**src/timer_counter_map.vh**
```
// Functional notes
// RQ1 - Mode 0 counts 13 bits, high byte plus low five
// RQ2 - Wrap from all ones sets overflow flag
// RQ3 - Count only when run and gate allows
// RQ4 - Starting a timer never clears the count
// RQ5 - Gate bits at mode bits seven and three
// RQ6 - Flags set by overflow, cleared by service or write
// RQ7 - Run bits six and four switch timers
// RQ8 - Mode 1 counts full sixteen bits
// RQ9 - Mode 2 reloads low byte from high byte
// RQ10 - Timer 1 in mode 3 simply stops
// RQ11 - Split low byte uses timer 0 controls
// RQ12 - Split high byte uses timer 1 run, flag
// RQ13 - Timer 1 runs flagless while timer 0 split
// RQ14 - Overflow inverts shared pin when toggle enabled
// RQ15 - Pin reads one until first overflow
// RQ16 - Two-bit mode field selects four modes
// RQ17 - Counter select picks machine cycles or pin
// RQ18 - Pin sampled per machine cycle, falling edge
// RQ19 - Timer 1 overflow strobe for baud logic
// RQ20 - Machine cycle tick every six clocks
`ifndef TIMER_COUNTER_MAP_VH
`define TIMER_COUNTER_MAP_VH

// ***************************************************
// Register byte addresses
// ***************************************************
`define OFS_CONTROL 8'h88
`define OFS_MODE 8'h8C
`define OFS_T0_LOW 8'h90
`define OFS_T1_LOW 8'h94
`define OFS_T0_HIGH 8'h98
`define OFS_T1_HIGH 8'h9C
`define OFS_TOGGLE 8'hA0

// ***************************************************
// Control register fields
// ***************************************************
`define CTL_T1_FLAG 7
`define CTL_T1_RUN 6
`define CTL_T0_FLAG 5
`define CTL_T0_RUN 4

// ***************************************************
// Mode register fields
// ***************************************************
`define MOD_T1_GATE 7
`define MOD_T1_CSEL 6
`define MOD_T1_MHI 5
`define MOD_T1_MLO 4
`define MOD_T0_GATE 3
`define MOD_T0_CSEL 2
`define MOD_T0_MHI 1
`define MOD_T0_MLO 0

// ***************************************************
// Toggle enable register fields
// ***************************************************
`define TGL_T0_EN 0
`define TGL_T1_EN 1

// ***************************************************
// Mode codes, reset values, timing
// ***************************************************
`define MODE_13BIT 2'h0
`define MODE_16BIT 2'h1
`define MODE_RELOAD 2'h2
`define MODE_SPLIT 2'h3
`define RST_BYTE 8'h00
`define MC_LAST 3'h5

`endif

```
**src/dual_timer_counter_unit.v**
```verilog
`include "timer_counter_map.vh"

module dual_timer_counter_unit (
    input wire clk_sys,
    input wire sys_rst,
    input wire [7:0] wb_adr_i,
    input wire [31:0] wb_dat_i,
    output reg [31:0] wb_dat_o,
    input wire wb_we_i,
    input wire [3:0] wb_sel_i,
    input wire wb_cyc_i,
    input wire wb_stb_i,
    output reg wb_ack_o,
    input wire timer0CountPinIn,
    output reg timer0CountPinOut,
    output reg timer0CountPinOe,
    input wire timer1CountPinIn,
    output reg timer1CountPinOut,
    output reg timer1CountPinOe,
    input wire timer0GatePin,
    input wire timer1GatePin,
    input wire timer0IntAck,
    input wire timer1IntAck,
    output reg timer0OverflowFlag,
    output reg timer1OverflowFlag,
    output reg timer1OverflowStrobe
);

    // ***************************************************
    // Shared step function for both timers
    // ***************************************************

    // Returns {overflow, high byte, low byte} after one count
    function [16:0] stepCount;
        input [1:0] mode;
        input [7:0] hi;
        input [7:0] lo;
        reg [13:0] sum13;
        reg [16:0] sum16;
        reg [8:0] sum8;
        begin
            sum13 = {1'b0, hi, lo[4:0]} + 14'h0001;
            sum16 = {1'b0, hi, lo} + 17'h00001;
            sum8 = {1'b0, lo} + 9'h001;
            case (mode)
                // Upper three low bits hold, unused
                `MODE_13BIT: stepCount = {sum13[13], sum13[12:5], lo[7:5],
                    sum13[4:0]}; // RQ1
                `MODE_16BIT: stepCount = sum16; // RQ8
                // Wrap reloads low from high
                `MODE_RELOAD: stepCount = {sum8[8], hi,
                    (sum8[8] ? hi : sum8[7:0])}; // RQ9
                // Split: low byte alone, high left to caller
                default: stepCount = {sum8[8], hi, sum8[7:0]}; // RQ11
            endcase
        end
    endfunction

    // ***************************************************
    // Machine cycle tick
    // ***************************************************

    reg [2:0] mcCount_reg; // Clock counter within a machine cycle
    reg mcTick_reg; // One pulse per machine cycle

    // Six clocks per machine cycle
    always @(posedge clk_sys or posedge sys_rst) begin
        if (sys_rst) begin
            mcCount_reg <= 3'h0;
            mcTick_reg <= 1'b0;
        end else begin
            if (mcCount_reg == `MC_LAST) begin
                mcCount_reg <= 3'h0;
                mcTick_reg <= 1'b1; // RQ20
            end else begin
                mcCount_reg <= mcCount_reg + 3'h1;
                mcTick_reg <= 1'b0;
            end
        end
    end

    // ***************************************************
    // Pin synchronisers
    // ***************************************************

    wire count0Level; // Filtered count pin 0
    wire count1Level; // Filtered count pin 1
    wire gate0Level; // Filtered gate pin 0
    wire gate1Level; // Filtered gate pin 1

    pin_sync syncCount0 (.clk_sys(clk_sys), .sys_rst(sys_rst),
        .pinIn(timer0CountPinIn), .level_reg(count0Level));

    pin_sync syncCount1 (.clk_sys(clk_sys), .sys_rst(sys_rst),
        .pinIn(timer1CountPinIn), .level_reg(count1Level));

    pin_sync syncGate0 (.clk_sys(clk_sys), .sys_rst(sys_rst),
        .pinIn(timer0GatePin), .level_reg(gate0Level));

    pin_sync syncGate1 (.clk_sys(clk_sys), .sys_rst(sys_rst),
        .pinIn(timer1GatePin), .level_reg(gate1Level));

    // ***************************************************
    // Falling edge detection on count pins
    // ***************************************************

    reg sample0_reg; // Last machine-cycle sample, pin 0
    reg sample1_reg; // Last machine-cycle sample, pin 1
    wire fall0; // High then low seen, pin 0
    wire fall1; // High then low seen, pin 1

    // Sample once per machine cycle; slow but glitch tolerant
    always @(posedge clk_sys or posedge sys_rst) begin
        if (sys_rst) begin
            sample0_reg <= 1'b0;
            sample1_reg <= 1'b0;
        end else if (mcTick_reg) begin
            sample0_reg <= count0Level; // RQ18
            sample1_reg <= count1Level; // RQ18
        end
    end

    assign fall0 = mcTick_reg & sample0_reg & ~count0Level; // RQ18
    assign fall1 = mcTick_reg & sample1_reg & ~count1Level; // RQ18

    // ***************************************************
    // Software registers
    // ***************************************************

    reg run0_reg; // Timer 0 run bit
    reg run1_reg; // Timer 1 run bit
    reg [3:0] extIntBits_reg; // Edge/type bits, plain storage
    reg [7:0] modeReg_reg; // Gate, select, mode fields
    reg [1:0] toggleEn_reg; // Toggle output enables
    reg [7:0] low0_reg; // Timer 0 low byte
    reg [7:0] high0_reg; // Timer 0 high byte
    reg [7:0] low1_reg; // Timer 1 low byte
    reg [7:0] high1_reg; // Timer 1 high byte

    wire busReq; // New request, not yet answered
    wire wrStrobe; // Write with low byte lane
    wire [7:0] wrByte; // Written data
    wire wrCtl; // Write to control
    wire wrMode; // Write to mode
    wire wrTgl; // Write to toggle enables
    wire wrLow0; // Write to timer 0 low
    wire wrHigh0; // Write to timer 0 high
    wire wrLow1; // Write to timer 1 low
    wire wrHigh1; // Write to timer 1 high

    assign busReq = wb_cyc_i & wb_stb_i & ~wb_ack_o;
    assign wrStrobe = busReq & wb_we_i & wb_sel_i[0];
    assign wrByte = wb_dat_i[7:0];
    assign wrCtl = wrStrobe & (wb_adr_i == `OFS_CONTROL);
    assign wrMode = wrStrobe & (wb_adr_i == `OFS_MODE);
    assign wrTgl = wrStrobe & (wb_adr_i == `OFS_TOGGLE);
    assign wrLow0 = wrStrobe & (wb_adr_i == `OFS_T0_LOW);
    assign wrHigh0 = wrStrobe & (wb_adr_i == `OFS_T0_HIGH);
    assign wrLow1 = wrStrobe & (wb_adr_i == `OFS_T1_LOW);
    assign wrHigh1 = wrStrobe & (wb_adr_i == `OFS_T1_HIGH);

    // Control bits held apart from the count; start never clears it
    always @(posedge clk_sys or posedge sys_rst) begin
        if (sys_rst) begin
            run0_reg <= 1'b0;
            run1_reg <= 1'b0;
            extIntBits_reg <= 4'h0;
            modeReg_reg <= `RST_BYTE;
            toggleEn_reg <= 2'h0;
        end else begin
            if (wrCtl) begin
                run1_reg <= wrByte[`CTL_T1_RUN]; // RQ7 RQ4
                run0_reg <= wrByte[`CTL_T0_RUN]; // RQ7 RQ4
                extIntBits_reg <= wrByte[3:0];
            end
            if (wrMode) begin
                modeReg_reg <= wrByte; // RQ16
            end
            if (wrTgl) begin
                toggleEn_reg <= wrByte[1:0];
            end
        end
    end

    // ***************************************************
    // Count enables
    // ***************************************************

    wire [1:0] mode0; // Timer 0 mode
    wire [1:0] mode1; // Timer 1 mode
    wire split0; // Timer 0 in split mode
    wire src0; // Timer 0 count source pulse
    wire src1; // Timer 1 count source pulse
    wire inc0; // Timer 0 (or split low) counts
    wire inc1; // Timer 1 counts
    wire incHigh0; // Split high byte counts

    assign mode0 = {modeReg_reg[`MOD_T0_MHI], modeReg_reg[`MOD_T0_MLO]};
    assign mode1 = {modeReg_reg[`MOD_T1_MHI], modeReg_reg[`MOD_T1_MLO]};
    assign split0 = (mode0 == `MODE_SPLIT);
    // Counter select: pin edges or machine cycles
    assign src0 = modeReg_reg[`MOD_T0_CSEL] ? fall0 : mcTick_reg; // RQ17
    assign src1 = modeReg_reg[`MOD_T1_CSEL] ? fall1 : mcTick_reg; // RQ17
    // Gate bit lets the gate pin hold the count off
    assign inc0 = src0 & run0_reg &
        (~modeReg_reg[`MOD_T0_GATE] | gate0Level); // RQ3 RQ5 RQ11
    // Mode 3 on timer 1 acts like a cleared run bit
    assign inc1 = src1 & run1_reg & (mode1 != `MODE_SPLIT) &
        (~modeReg_reg[`MOD_T1_GATE] | gate1Level); // RQ3 RQ5 RQ10 RQ13
    // Split high byte: machine cycles, timer 1 run bit
    assign incHigh0 = split0 & mcTick_reg & run1_reg; // RQ12

    // ***************************************************
    // Counting
    // ***************************************************

    wire [16:0] next0; // Stepped timer 0 value
    wire [16:0] next1; // Stepped timer 1 value
    wire [8:0] nextHigh0; // Stepped split high byte
    wire ovf0; // Timer 0 (or split low) overflow
    wire ovf1; // Timer 1 own overflow
    wire ovfHigh0; // Split high byte overflow

    assign next0 = stepCount(mode0, high0_reg, low0_reg);
    assign next1 = stepCount(mode1, high1_reg, low1_reg);
    assign nextHigh0 = {1'b0, high0_reg} + 9'h001;
    assign ovf0 = inc0 & next0[16]; // RQ2
    assign ovf1 = inc1 & next1[16]; // RQ2
    assign ovfHigh0 = incHigh0 & nextHigh0[8]; // RQ12

    // A software write to a byte wins over a count in that cycle
    always @(posedge clk_sys or posedge sys_rst) begin
        if (sys_rst) begin
            low0_reg <= `RST_BYTE;
            high0_reg <= `RST_BYTE;
            low1_reg <= `RST_BYTE;
            high1_reg <= `RST_BYTE;
        end else begin
            if (wrLow0) begin
                low0_reg <= wrByte;
            end else if (inc0) begin
                low0_reg <= next0[7:0]; // RQ1 RQ8 RQ9 RQ11
            end
            if (wrHigh0) begin
                high0_reg <= wrByte;
            end else if (split0) begin
                if (incHigh0) begin
                    high0_reg <= nextHigh0[7:0]; // RQ12
                end
            end else if (inc0) begin
                high0_reg <= next0[15:8]; // RQ1 RQ8 RQ9
            end
            if (wrLow1) begin
                low1_reg <= wrByte;
            end else if (inc1) begin
                low1_reg <= next1[7:0]; // RQ1 RQ8 RQ9
            end
            if (wrHigh1) begin
                high1_reg <= wrByte;
            end else if (inc1) begin
                high1_reg <= next1[15:8]; // RQ1 RQ8 RQ9
            end
        end
    end

    // ***************************************************
    // Overflow flags and baud strobe
    // ***************************************************

    wire set0; // Hardware set, flag 0
    wire set1; // Hardware set, flag 1

    assign set0 = ovf0; // RQ2 RQ11
    // While split, only the high byte of timer 0 raises flag 1
    assign set1 = split0 ? ovfHigh0 : ovf1; // RQ12 RQ13

    // Hardware set wins over a same-cycle clear
    always @(posedge clk_sys or posedge sys_rst) begin
        if (sys_rst) begin
            timer0OverflowFlag <= 1'b0;
            timer1OverflowFlag <= 1'b0;
            timer1OverflowStrobe <= 1'b0;
        end else begin
            if (set0) begin
                timer0OverflowFlag <= 1'b1; // RQ6
            end else if (wrCtl) begin
                timer0OverflowFlag <= wrByte[`CTL_T0_FLAG]; // RQ6
            end else if (timer0IntAck) begin
                timer0OverflowFlag <= 1'b0; // RQ6
            end
            if (set1) begin
                timer1OverflowFlag <= 1'b1; // RQ6
            end else if (wrCtl) begin
                timer1OverflowFlag <= wrByte[`CTL_T1_FLAG]; // RQ6
            end else if (timer1IntAck) begin
                timer1OverflowFlag <= 1'b0; // RQ6
            end
            // Baud pulse follows timer 1 itself, in every mode except timer 1's own mode 3, where it stops
            timer1OverflowStrobe <= ovf1; // RQ19 RQ13
        end
    end

    // ***************************************************
    // Toggle outputs on shared count pins
    // ***************************************************

    // Enabling drives one first; each overflow then inverts
    always @(posedge clk_sys or posedge sys_rst) begin
        if (sys_rst) begin
            timer0CountPinOut <= 1'b1;
            timer0CountPinOe <= 1'b0;
            timer1CountPinOut <= 1'b1;
            timer1CountPinOe <= 1'b0;
        end else begin
            timer0CountPinOe <= toggleEn_reg[`TGL_T0_EN];
            timer1CountPinOe <= toggleEn_reg[`TGL_T1_EN];
            if (~toggleEn_reg[`TGL_T0_EN] | ~timer0CountPinOe) begin
                timer0CountPinOut <= 1'b1; // RQ15
            end else if (ovf0) begin
                timer0CountPinOut <= ~timer0CountPinOut; // RQ14
            end
            if (~toggleEn_reg[`TGL_T1_EN] | ~timer1CountPinOe) begin
                timer1CountPinOut <= 1'b1; // RQ15
            end else if (ovf1) begin
                timer1CountPinOut <= ~timer1CountPinOut; // RQ14
            end
        end
    end

    // ***************************************************
    // Wishbone slave
    // ***************************************************

    reg [7:0] readByte; // Selected register value

    // Read mux; unmapped addresses read zero
    always @* begin
        case (wb_adr_i)
            `OFS_CONTROL: readByte = {timer1OverflowFlag, run1_reg,
                timer0OverflowFlag, run0_reg, extIntBits_reg};
            `OFS_MODE: readByte = modeReg_reg;
            `OFS_T0_LOW: readByte = low0_reg;
            `OFS_T0_HIGH: readByte = high0_reg;
            `OFS_T1_LOW: readByte = low1_reg;
            `OFS_T1_HIGH: readByte = high1_reg;
            `OFS_TOGGLE: readByte = {6'h00, toggleEn_reg};
            default: readByte = 8'h00;
        endcase
    end

    // One-cycle answer; ack drops the cycle after it rose
    always @(posedge clk_sys or posedge sys_rst) begin
        if (sys_rst) begin
            wb_ack_o <= 1'b0;
            wb_dat_o <= 32'h00000000;
        end else begin
            wb_ack_o <= busReq;
            if (busReq) begin
                wb_dat_o <= {24'h000000, readByte};
            end
        end
    end

endmodule

```
**src/pin_sync.v**
```verilog
// ***************************************************
// Three-stage pin synchroniser with agreement filter
// ***************************************************
module pin_sync (
    input wire clk_sys,
    input wire sys_rst,
    input wire pinIn,
    output reg level_reg
);

    reg stage1_reg; // Metastability catcher, read by stage2 only
    reg stage2_reg; // Second stage
    reg stage3_reg; // Third stage

    // Level follows only once stages two and three agree
    always @(posedge clk_sys or posedge sys_rst) begin
        if (sys_rst) begin
            stage1_reg <= 1'b0;
            stage2_reg <= 1'b0;
            stage3_reg <= 1'b0;
            level_reg <= 1'b0;
        end else begin
            stage1_reg <= pinIn;
            stage2_reg <= stage1_reg;
            stage3_reg <= stage2_reg;
            if (stage2_reg == stage3_reg) begin
                level_reg <= stage3_reg;
            end
        end
    end

endmodule

```
**config.mk**
```make
export PLATFORM = sky130hd
export DESIGN_NAME = dual_timer_counter_unit
export DESIGN_NICKNAME = d
export VERILOG_FILES = /design/src/dual_timer_counter_unit.v /design/src/pin_sync.v
export VERILOG_INCLUDE_DIRS = /design/src
export SDC_FILE = /design/constraint.sdc
export NUM_CORES = 1
export LEC_CHECK = 0
export BUFFER_PORTS_ARGS = -buffer_cell sky130_fd_sc_hd__buf_2
export CORE_UTILIZATION = 50
export DETAILED_ROUTE_END_ITERATION = 6
export PLACE_DENSITY = 0.75
export REMOVE_ABC_BUFFERS = 1
export SYNTH_ARGS = -nofsm -noshare
export SYNTH_HDL_FRONTEND = slang
export SYNTH_SLANG_ARGS = --single-unit
```
**constraint.sdc**
```tcl
create_clock -name clk_sys -period 2.4 [get_ports clk_sys]
set_input_delay 0.24 -clock clk_sys [delete_from_list [all_inputs] [get_ports clk_sys]]
set_output_delay 0.24 -clock clk_sys [all_outputs]
set_load 0.005 [all_outputs]
```
# Word-level counts from Yosys, hierarchy flattened
# Cells that the tools add are included.
dict set report totals {
  regBits 86
  input_bits 55
  out_inout_bits 40
  elab_cells 157
}
dict set report op_classes {
  n_addsub 8
  eq_ne 23
  muxes 30
  n_bitwise 40
  reduce_logical 16
}
# cell n
set op_table {}
lappend op_table {{$pmux W17 S3} 2}
lappend op_table {{$mux W8} 12}
lappend op_table {{$eq A8 B8 Y1 const B} 7}
lappend op_table {{$pmux W8 S7} 1}
lappend op_table {{$add A16 B1 Y17 const B} 2}
lappend op_table {{$add A13 B1 Y14 const B} 2}
lappend op_table {{$add A8 B1 Y9 const B} 3}
lappend op_table {{$and A1 B1 Y1} 25}
lappend op_table {{$mux W1} 14}
lappend op_table {{$reduce_bool A3 Y1} 4}
lappend op_table {{$not A1 Y1} 11}
lappend op_table {{$reduce_bool A2 Y1} 5}
lappend op_table {{$ne A2 B2 Y1 const B} 4}
lappend op_table {{$eq A2 B2 Y1 const B} 3}
lappend op_table {{$eq A1 B1 Y1} 4}
lappend op_table {{$eq A2 B1 Y1 const B} 2}
lappend op_table {{$logic_not A2 Y1} 2}
lappend op_table {{$or A1 B1 Y1} 4}
lappend op_table {{$reduce_and A2 Y1} 2}
lappend op_table {{$reduce_and A4 Y1} 1}
lappend op_table {{$reduce_bool A4 Y1} 1}
lappend op_table {{$add A3 B1 Y3 const B} 1}
lappend op_table {{$eq A3 B3 Y1 const B} 1}
lappend op_table {{$mux W3} 1}
lappend op_table {{3 further kinds} 3}

# Longest topological paths before layout
# Gate-level depths: netlist of run 1.
dict set report logic_depth {
  word_depth 9
  depth_mapped 8
  mapped_depth_nobuf 6
}

# Modules after synthesis
# Synthesis of run 1 repeated with hierarchy kept, for this count alone.
dict set report hier_totals {
  hier_cells 552
  hier_area_um2 5126.2
}
# mod n_inst cells_per_inst area_per_inst_um2
set modules_own_cells {}
lappend modules_own_cells {dual_timer_counter_unit 1 528 4665.7}
lappend modules_own_cells {pin_sync 4 6 115.1}

# Worst setup path after synthesis of run 1
# OpenSTA, ideal clock, no wires.
dict set report synth_path {
  path_type {register -> register}
  start {reg low1_reg[0]}
  end {reg low1_reg[3]}
  setup_ps 125
  arrival_ps 1791
  t_required_ps 2275
  setup_slack_ps 484
  path_stages_with_launch 7
  n_path_buf 0
  path_cell_list {dfrtp_1 ha_1 nand4_1 nor3_2 mux2i_1 o21ai_0 mux2_2}
}
dict set report synth_between {
  elab_chain_cells 5
  elab_cells_between_ends 7
  cone_classes {3 x add/sub; 4 x mux}
}
# element line_no
set synth_lines {}
lappend synth_lines {{start: declaration} dual_timer_counter_unit.v:137} ;# reg [7:0] low1_reg;
lappend synth_lines {{start signal: assignment} dual_timer_counter_unit.v:236} ;# low1_reg <= `RST_BYTE;
lappend synth_lines {{start signal: assignment} dual_timer_counter_unit.v:254} ;# low1_reg <= wrByte;
lappend synth_lines {{start signal: assignment} dual_timer_counter_unit.v:256} ;# low1_reg <= next1[7:0];
lappend synth_lines {{$add A8 B1 Y9} dual_timer_counter_unit.v:44} ;# sum8 = {1'b0, lo} + 9'h001;
lappend synth_lines {{$mux W8} dual_timer_counter_unit.v:52} ;# (sum8[8] ? hi : sum8[7:0])};
lappend synth_lines {{$pmux W17 S3 (*)} dual_timer_counter_unit.v:45} ;# case (mode)
lappend synth_lines {{$mux W8 (*)} dual_timer_counter_unit.v:255} ;# end else if (inc1) begin
lappend synth_lines {{$mux W8 (*)} dual_timer_counter_unit.v:253} ;# if (wrLow1) begin
# Every way passes the cells marked *; elsewhere a longest branch is shown, timed or not. The select of a mux whose other input is x is not followed.
# A chain may end at the register's enable or synchronous reset.

# Final worst setup path of run 1
dict set report layout_path {
  start {reg low0_reg[2]}
  end {reg high0_reg[1]}
}
dict set report layout_between {
  elab_chain_cells 5
  elab_cells_between_ends 6
  cone_classes {2 x add/sub; 4 x mux}
}
# element line_no
set layout_lines {}
lappend layout_lines {{start: declaration} dual_timer_counter_unit.v:135} ;# reg [7:0] low0_reg;
lappend layout_lines {{start signal: assignment} dual_timer_counter_unit.v:234} ;# low0_reg <= `RST_BYTE;
lappend layout_lines {{start signal: assignment} dual_timer_counter_unit.v:240} ;# low0_reg <= wrByte;
lappend layout_lines {{start signal: assignment} dual_timer_counter_unit.v:242} ;# low0_reg <= next0[7:0];
lappend layout_lines {{$add A16 B1 Y17 / $add A13 B1 Y14 (equally long branches)} {dual_timer_counter_unit.v:43, dual_timer_counter_unit.v:42}}
lappend layout_lines {{$pmux W17 S3 (*)} dual_timer_counter_unit.v:45}
lappend layout_lines {{$mux W8 (*)} dual_timer_counter_unit.v:250} ;# end else if (inc0) begin
lappend layout_lines {{$mux W8 (*)} dual_timer_counter_unit.v:246} ;# end else if (split0) begin
lappend layout_lines {{$mux W8 (*)} dual_timer_counter_unit.v:244} ;# if (wrHigh0) begin
lappend layout_lines {{end signal: assignment} dual_timer_counter_unit.v:245} ;# high0_reg <= wrByte;
lappend layout_lines {{end signal: assignment} dual_timer_counter_unit.v:248} ;# high0_reg <= nextHigh0[7:0];
lappend layout_lines {{end signal: assignment} dual_timer_counter_unit.v:251} ;# high0_reg <= next0[15:8];
lappend layout_lines {{end: declaration} dual_timer_counter_unit.v:136} ;# reg [7:0] high0_reg;
# Marks and branches as above.

==> impl_metrics.json, run 1 <==
{
  "outcome": "finished, final reports clean",
  "synth.distinct_cells": 82,
  "yosysMostFrequentCell": "dfrtp_1",
  "worstHoldPathType": "in -> reg",
  "antenna_cells": 0,
  "hold_viol": 0,
  "min_period_ns": 2.154,
  "die_h_um": 106.1,
  "crit_path_cell_trace": "nand3_1 -> or3_1 -> o41ai_1 -> nor4_1 -> o31ai_1",
  "hpwl_mm": 10.51,
  "via_per_inst": 6.202,
  "ys_top_cells_by_area": "dfrtp_1 39%, mux2_2 4.2%, buf_4 3.9%, nand2_1 3.7%, mux2i_1 3.1%",
  "syn_inst": 563,
  "grt-ovfl-total": 0,
  "yosys-top-cells-count": "84 x dfrtp_1, 54 x nand2_1, 35 x nor2_1",
  "synthFlopType": "dfrtp_1",
  "ioPinCount": 95,
  "yosysWarningCount": 0,
  "p_leak_uw": 0.002549,
  "arrival_ns": 2.43,
  "ys_seq_elements": 86,
  "synth.top_cell.area_share": 0.3880,
  "fin_crit_sh": 0.8976,
  "yosysSeqAreaShare": 0.3977,
  "rows": 37,
  "relSlewSlack": 0.5773,
  "slew_violations": 0,
  "critPathKind": "reg -> reg",
  "syn_area_mm2": 0.005418,
  "place.gp.congestion": 0.8972,
  "vias": 4720,
  "cts_setup_buffers": 0,
  "drv_cap": 0,
  "cts_sinks": 86,
  "powerDensity_mw_per_mm2": 451.7,
  "cts_max_path_buffers": 2,
  "cts_max_level": 3,
  "total_power_uw": 2712,
  "yosys.area.top_type": "dfrtp_1",
  "fin_worst_skew_ns": 0.008862,
  "antenna_found_initial": 0,
  "nets": 678,
  "fmax_mhz": 464.2,
  "area.sequential_mm2": 0.002155,
  "cp_max_fo": 13,
  "start_util": 0.5201,
  "ant_nets": 0,
  "track_usage": 0.2749,
  "crit_path_start_kind": "flip-flop",
  "drt-initial-drc-count": 438,
  "worst_setup_path_end_kind": "flip-flop",
  "drive_gt1_frac": 0.2176,
  "slowest_stage": "or3_1",
  "die_area_mm2": 0.01126,
  "drc": 0,
  "clk_latency_ns": 0.37,
  "cts_tree": "yes",
  "drt-pass1-iter-count": 7,
  "synth_edf_count": 0,
  "rsz0062_at_grt": "no",
  "fin_cells": 761,
  "syn_avg_cell_area_um2": 9.623,
  "grt_pass1_wl_mm": 23.57,
  "clk_pin_slew_worst_paths_ns": 0.09,
  "worst_slew_pin_slew_ns": 0.6328,
  "wirelength_mm": 14.54,
  "first_global_vias": 4423,
  "clockRootBuffer": "clkbuf_8",
  "max_stage_delay_ns": 0.53,
  "cp_data_required_time_ns": 2.67,
  "core_mm2": 0.01042,
  "setup_viol": 0,
  "numCtsBuffers": 9,
  "async_flop_share": 1.000,
  "syn2layout_area_growth_pct": 10.83,
  "n_fill_cell": 928,
  "grt_max_degree": 64,
  "ir_drop_uv": 337.9,
  "die_w_um": 106.1,
  "portBuffers": 43,
  "multi_input_area_mm2": 0.002945,
  "wl_per_cell_um": 19.10,
  "place_inst": 740
}
==> where the power goes <==
| group | internal [uW] | total, uW | switching, uW |
|---|---|---|---|
| registers | 1480 | 1520 | 37.2 |
| clock network | 379 | 902 | 524 |
| logic | 114 | 290 | 176 |
==> through the flow <==
step | setup TNS, ns | utilization | cell area [um2] | hold slack (ns) | setup WS (ns)
after floorplan | -4.917 | - | 5156 | 0.2714 | -0.05854
after global placement | 0 | 0.5557 | 5788 | 0.2331 | 0.3330
after detailed placement | 0 | 0.5557 | 5788 | 0.2471 | 0.2795
after CTS | 0 | 0.5765 | 6005 | 0.1702 | 0.2986
after global routing | 0 | 0.5765 | 6005 | 0.1565 | 0.06471
final | 0 | 0.5765 | 6005 | 0.1730 | 0.2457
==> metal layers <==
metal | vias to the layer above | track usage | wire [um]
met3 | 41 | 0.06928 | 1292
met1 | 2270 | 0.3748 | 6140
li1 | 2157 | - | -
met4 | 0 | 0.09226 | 395
met5 | - | 0 | 0
met2 | 252 | 0.4276 | 6706
==> cell families after synthesis <==
kind of cell / count (synthesis) / share of synthesized area
compound gates: 149 / 0.1919
xor+xnor: 16 / 0.02587
fa+ha+maj: 7 / 0.01432
buf+inv: 71 / 0.07459
flops: 86 / 0.3977
mux: 45 / 0.1076
other cells: 1 / 0.0006922
simple gates: 188 / 0.1873
==> area by class of cell <==
| cell class | count | share of cell area |
|---|---|---|
| timing repair buffer | 79 | 0.08502 |
| tap | 136 | 0.02834 |
| clock buffer | 11 | 0.02188 |
| clock inverter | 5 | 0.005835 |
| inverter | 15 | 0.009585 |
| multi-input combinational | 429 | 0.4905 |
| sequential | 86 | 0.3588 |
==> path summary, 6_finish.rpt <==
kind / cells after the start / from / endpoint / slack (ns)
max in group asynchronous: 4 / sys_rst / timer0CountPinOut$_DFFE_PP1P_ / 1.31
setup / recovery: 5 / low0_reg[2]$_DFFE_PP0P_ / high0_reg[1]$_DFFE_PP0P_ / 0.25
hold reg to reg: 0 / syncCount1.stage1_reg$_DFF_PP0_ / syncCount1.stage2_reg$_DFF_PP0_ / 0.36
setup reg to reg: 5 / low0_reg[2]$_DFFE_PP0P_ / high0_reg[1]$_DFFE_PP0P_ / 0.25
hold / removal: 3 / timer0IntAck / timer0OverflowFlag$_DFFE_PP0P_ / 0.17
min in group asynchronous: 3 / sys_rst / mcCount_reg[2]$_DFF_PP0_ / 0.40
==> layout by cell type (no fill, tap or decap), types with 8 or more instances in the layout <==
cell      count
nand2_1      54
buf_2        43
o21ai_0      34
inv_1        13
nand4_1      11
nor3_1       12
nor2_1       35
a21oi_1      30
clkbuf_8      9
a211oi_1     15
buf_4        30
conb_1       24
mux2i_1      17
xnor2_1      10
mux2_2       20
a22o_1        8
nand3_1      18
dfrtp_1      84
o31ai_1       8
and3_1       11
==> worst max-delay path: cells and delay by family (launching register included) <==
kind / cells / cell delay (ns)
DFF: 1 / 0.51
AOI/OAI and AO/OA: 2 / 0.50
and+or+nand+nor: 3 / 1.05
==> timing repair <==
item,4_1_cts,5_1_grt
hold buffers,5,0
resized for setup,0,0
hold endpoints to repair,27,0
Note: power is estimated with default switching activity, not from simulation.
==> inputs of run 2 (changes only) <==
--- a/config.mk
+++ b/config.mk
@@ -8,6 +8,8 @@
 export LEC_CHECK = 0
 export BUFFER_PORTS_ARGS = -buffer_cell sky130_fd_sc_hd__buf_2
 export CORE_UTILIZATION = 50
+export CTS_BUF_LIST = sky130_fd_sc_hd__clkbuf_2
+export CTS_CLUSTER_SIZE = 30
 export DETAILED_ROUTE_END_ITERATION = 6
 export PLACE_DENSITY = 0.75
 export REMOVE_ABC_BUFFERS = 1
==> impl_metrics.json, run 2 (synthesis gave the netlist of run 1 again) <==
{
  "final_cell_mix": "84 x dfrtp_1, 54 x nand2_1, 43 x buf_2",
  "hold_viol": 0,
  "postLayoutCellArea_mm2": 0.006018,
  "drt-pass1-iter-count": 7,
  "die_w_um": 106.1,
  "ir_drop_uv": 339.5,
  "setup_viol": 0,
  "ant_nets": 0,
  "cts_resized": 0,
  "r2r_end": "high0_reg[1]$_DFFE_PP0P_",
  "die_h_um": 106.1,
  "crit_path_start_kind": "flip-flop",
  "fin_worst_skew_ns": 0.02152,
  "rsz0062_at_grt": "no",
  "worst-path-buf-inv": 0,
  "multi_input_area_mm2": 0.002945,
  "drt-initial-drc-count": 412,
  "hpwl_mm": 10.51,
  "ioPinCount": 95,
  "grt_pass1_wl_mm": 23.35,
  "relSlewSlack": 0.5624,
  "cts_max_path_buffers": 2,
  "wirelength_mm": 14.29,
  "max_stage_delay_ns": 0.56,
  "critPathKind": "reg -> reg",
  "swShare": 0.2881,
  "antenna_found_initial": 0,
  "fmax_mhz": 456.8,
  "timing.hold.ws_ns": 0.1731,
  "total_power_uw": 2468,
  "drc": 0,
  "drive_gt1_frac": 0.2177,
  "holdBufCountCts": 14,
  "slew_violations": 0,
  "numCtsBuffers": 9,
  "min_period_ns": 2.189,
  "netSwitchingPower_uw": 711.3,
  "internal-power_uw": 1757,
  "n_fill_cell": 938,
  "worst_slew_pin_slew_ns": 0.6550,
  "rows": 37,
  "grt-ovfl-total": 0,
  "p_leak_uw": 0.002565,
  "clk_latency_ns": 0.55,
  "vias": 4734,
  "clockRootBuffer": "clkbuf_2",
  "wl_per_cell_um": 18.56,
  "critPathTopFamily": "simple AND/OR/NAND/NOR gates",
  "syn2layout_area_growth_pct": 11.09,
  "place.gp.congestion": 0.8972,
  "nets": 687,
  "slowest_stage": "dfrtp_1",
  "drv_cap": 0,
  "fin_setup_tns_ns": 0,
  "cts_tree": "yes",
  "grt_max_degree": 64,
  "antenna_cells": 0,
  "first_global_vias": 4437,
  "dpl_cell_area_mm2": 0.005788,
  "cts_max_level": 3,
  "r2r_setup_slack_ns": 0.21,
  "clk_pin_slew_worst_paths_ns": 0.24,
  "reg2regPathDepth": 5,
  "cp_data_required_time_ns": 2.87,
  "crit_cells": 5,
  "cts_sinks": 86,
  "fin_ws_ns": 0.2109,
  "worst_setup_path_end_kind": "flip-flop",
  "cp_max_fo": 13,
  "cts_setup_buffers": 0,
  "crit_path_cell_trace": "nand3_1 -> or3_1 -> o41ai_1 -> nor4_1 -> o31ai_1",
  "track_usage": 0.2707,
  "die_area_mm2": 0.01126,
  "outcome": "finished, final reports clean",
  "power.share.clock": 0.261,
  "area.sequential_mm2": 0.002155,
  "powerDensity_mw_per_mm2": 410.2,
  "start_util": 0.5201,
  "portBuffers": 43,
  "timing.rr.start": "low0_reg[2]$_DFFE_PP0P_",
  "final_common_cell": "dfrtp_1",
  "p_seq_frac": 0.617,
  "via_per_inst": 6.148,
  "worstHoldPathType": "in -> async",
  "pre_cts_ws_ns": 0.2795,
  "fin_crit_sh": 0.9121,
  "core_mm2": 0.01042,
  "pwr-share-comb": 0.122,
  "arrival_ns": 2.66
}
-- run 2: layer usage --
metal	track usage	routed length (um)
met5	0	0
met4	0.09325	388
met3	0.06315	1131
met2	0.4169	6538
met1	0.3751	6231
-- run 2: worst max path at each step --
stage / startpoint / end / slack, ns
global route: low0_reg[2]$_DFFE_PP0P_ / high0_reg[1]$_DFFE_PP0P_ / 0.04
CTS: low0_reg[2]$_DFFE_PP0P_ / high0_reg[1]$_DFFE_PP0P_ / 0.27
floorplan: sys_rst / extIntBits_reg[0]$_DFFE_PP0P_ / -0.06
finish: low0_reg[2]$_DFFE_PP0P_ / high0_reg[1]$_DFFE_PP0P_ / 0.21
global placement: wb_adr_i[1] / high1_reg[6]$_DFFE_PP0P_ / 0.33
detailed placement: wb_adr_i[1] / high1_reg[6]$_DFFE_PP0P_ / 0.28
-- run 2: worst register-to-register path, stage by stage (launching register included) --
cell	delay, ns
dfrtp_1	0.56
nand3_1	0.43
or3_1	0.54
o41ai_1	0.27
nor4_1	0.09
o31ai_1	0.24
-- run 2: per-stage QoR --
stage	instances	util
2_1_floorplan	530	-
3_3_place_gp	740	0.5557
3_5_place_dp	740	0.5557
4_1_cts	770	0.5778
5_1_grt	770	0.5778
6_report	770	0.5778
-- run 2: power groups by stage --
stage          Sequential, uW  Combinational, uW  Clock [uW]
2_1_floorplan            1540                162           0
3_3_place_gp             1540                272           0
3_5_place_dp             1550                279           0
4_1_cts                  1520                298         666
5_1_grt                  1530                332         732
6_report                 1520                300         645
-- run 2: area by class of cell --
class / count / share of cell area
Inverter: 15 / 0.009563
Timing Repair Buffer: 88 / 0.09979
Tap cell: 136 / 0.02827
Clock buffer: 11 / 0.009148
Sequential cell: 86 / 0.3580
Clock inverter: 5 / 0.005821
Multi-Input combinational cell: 429 / 0.4894
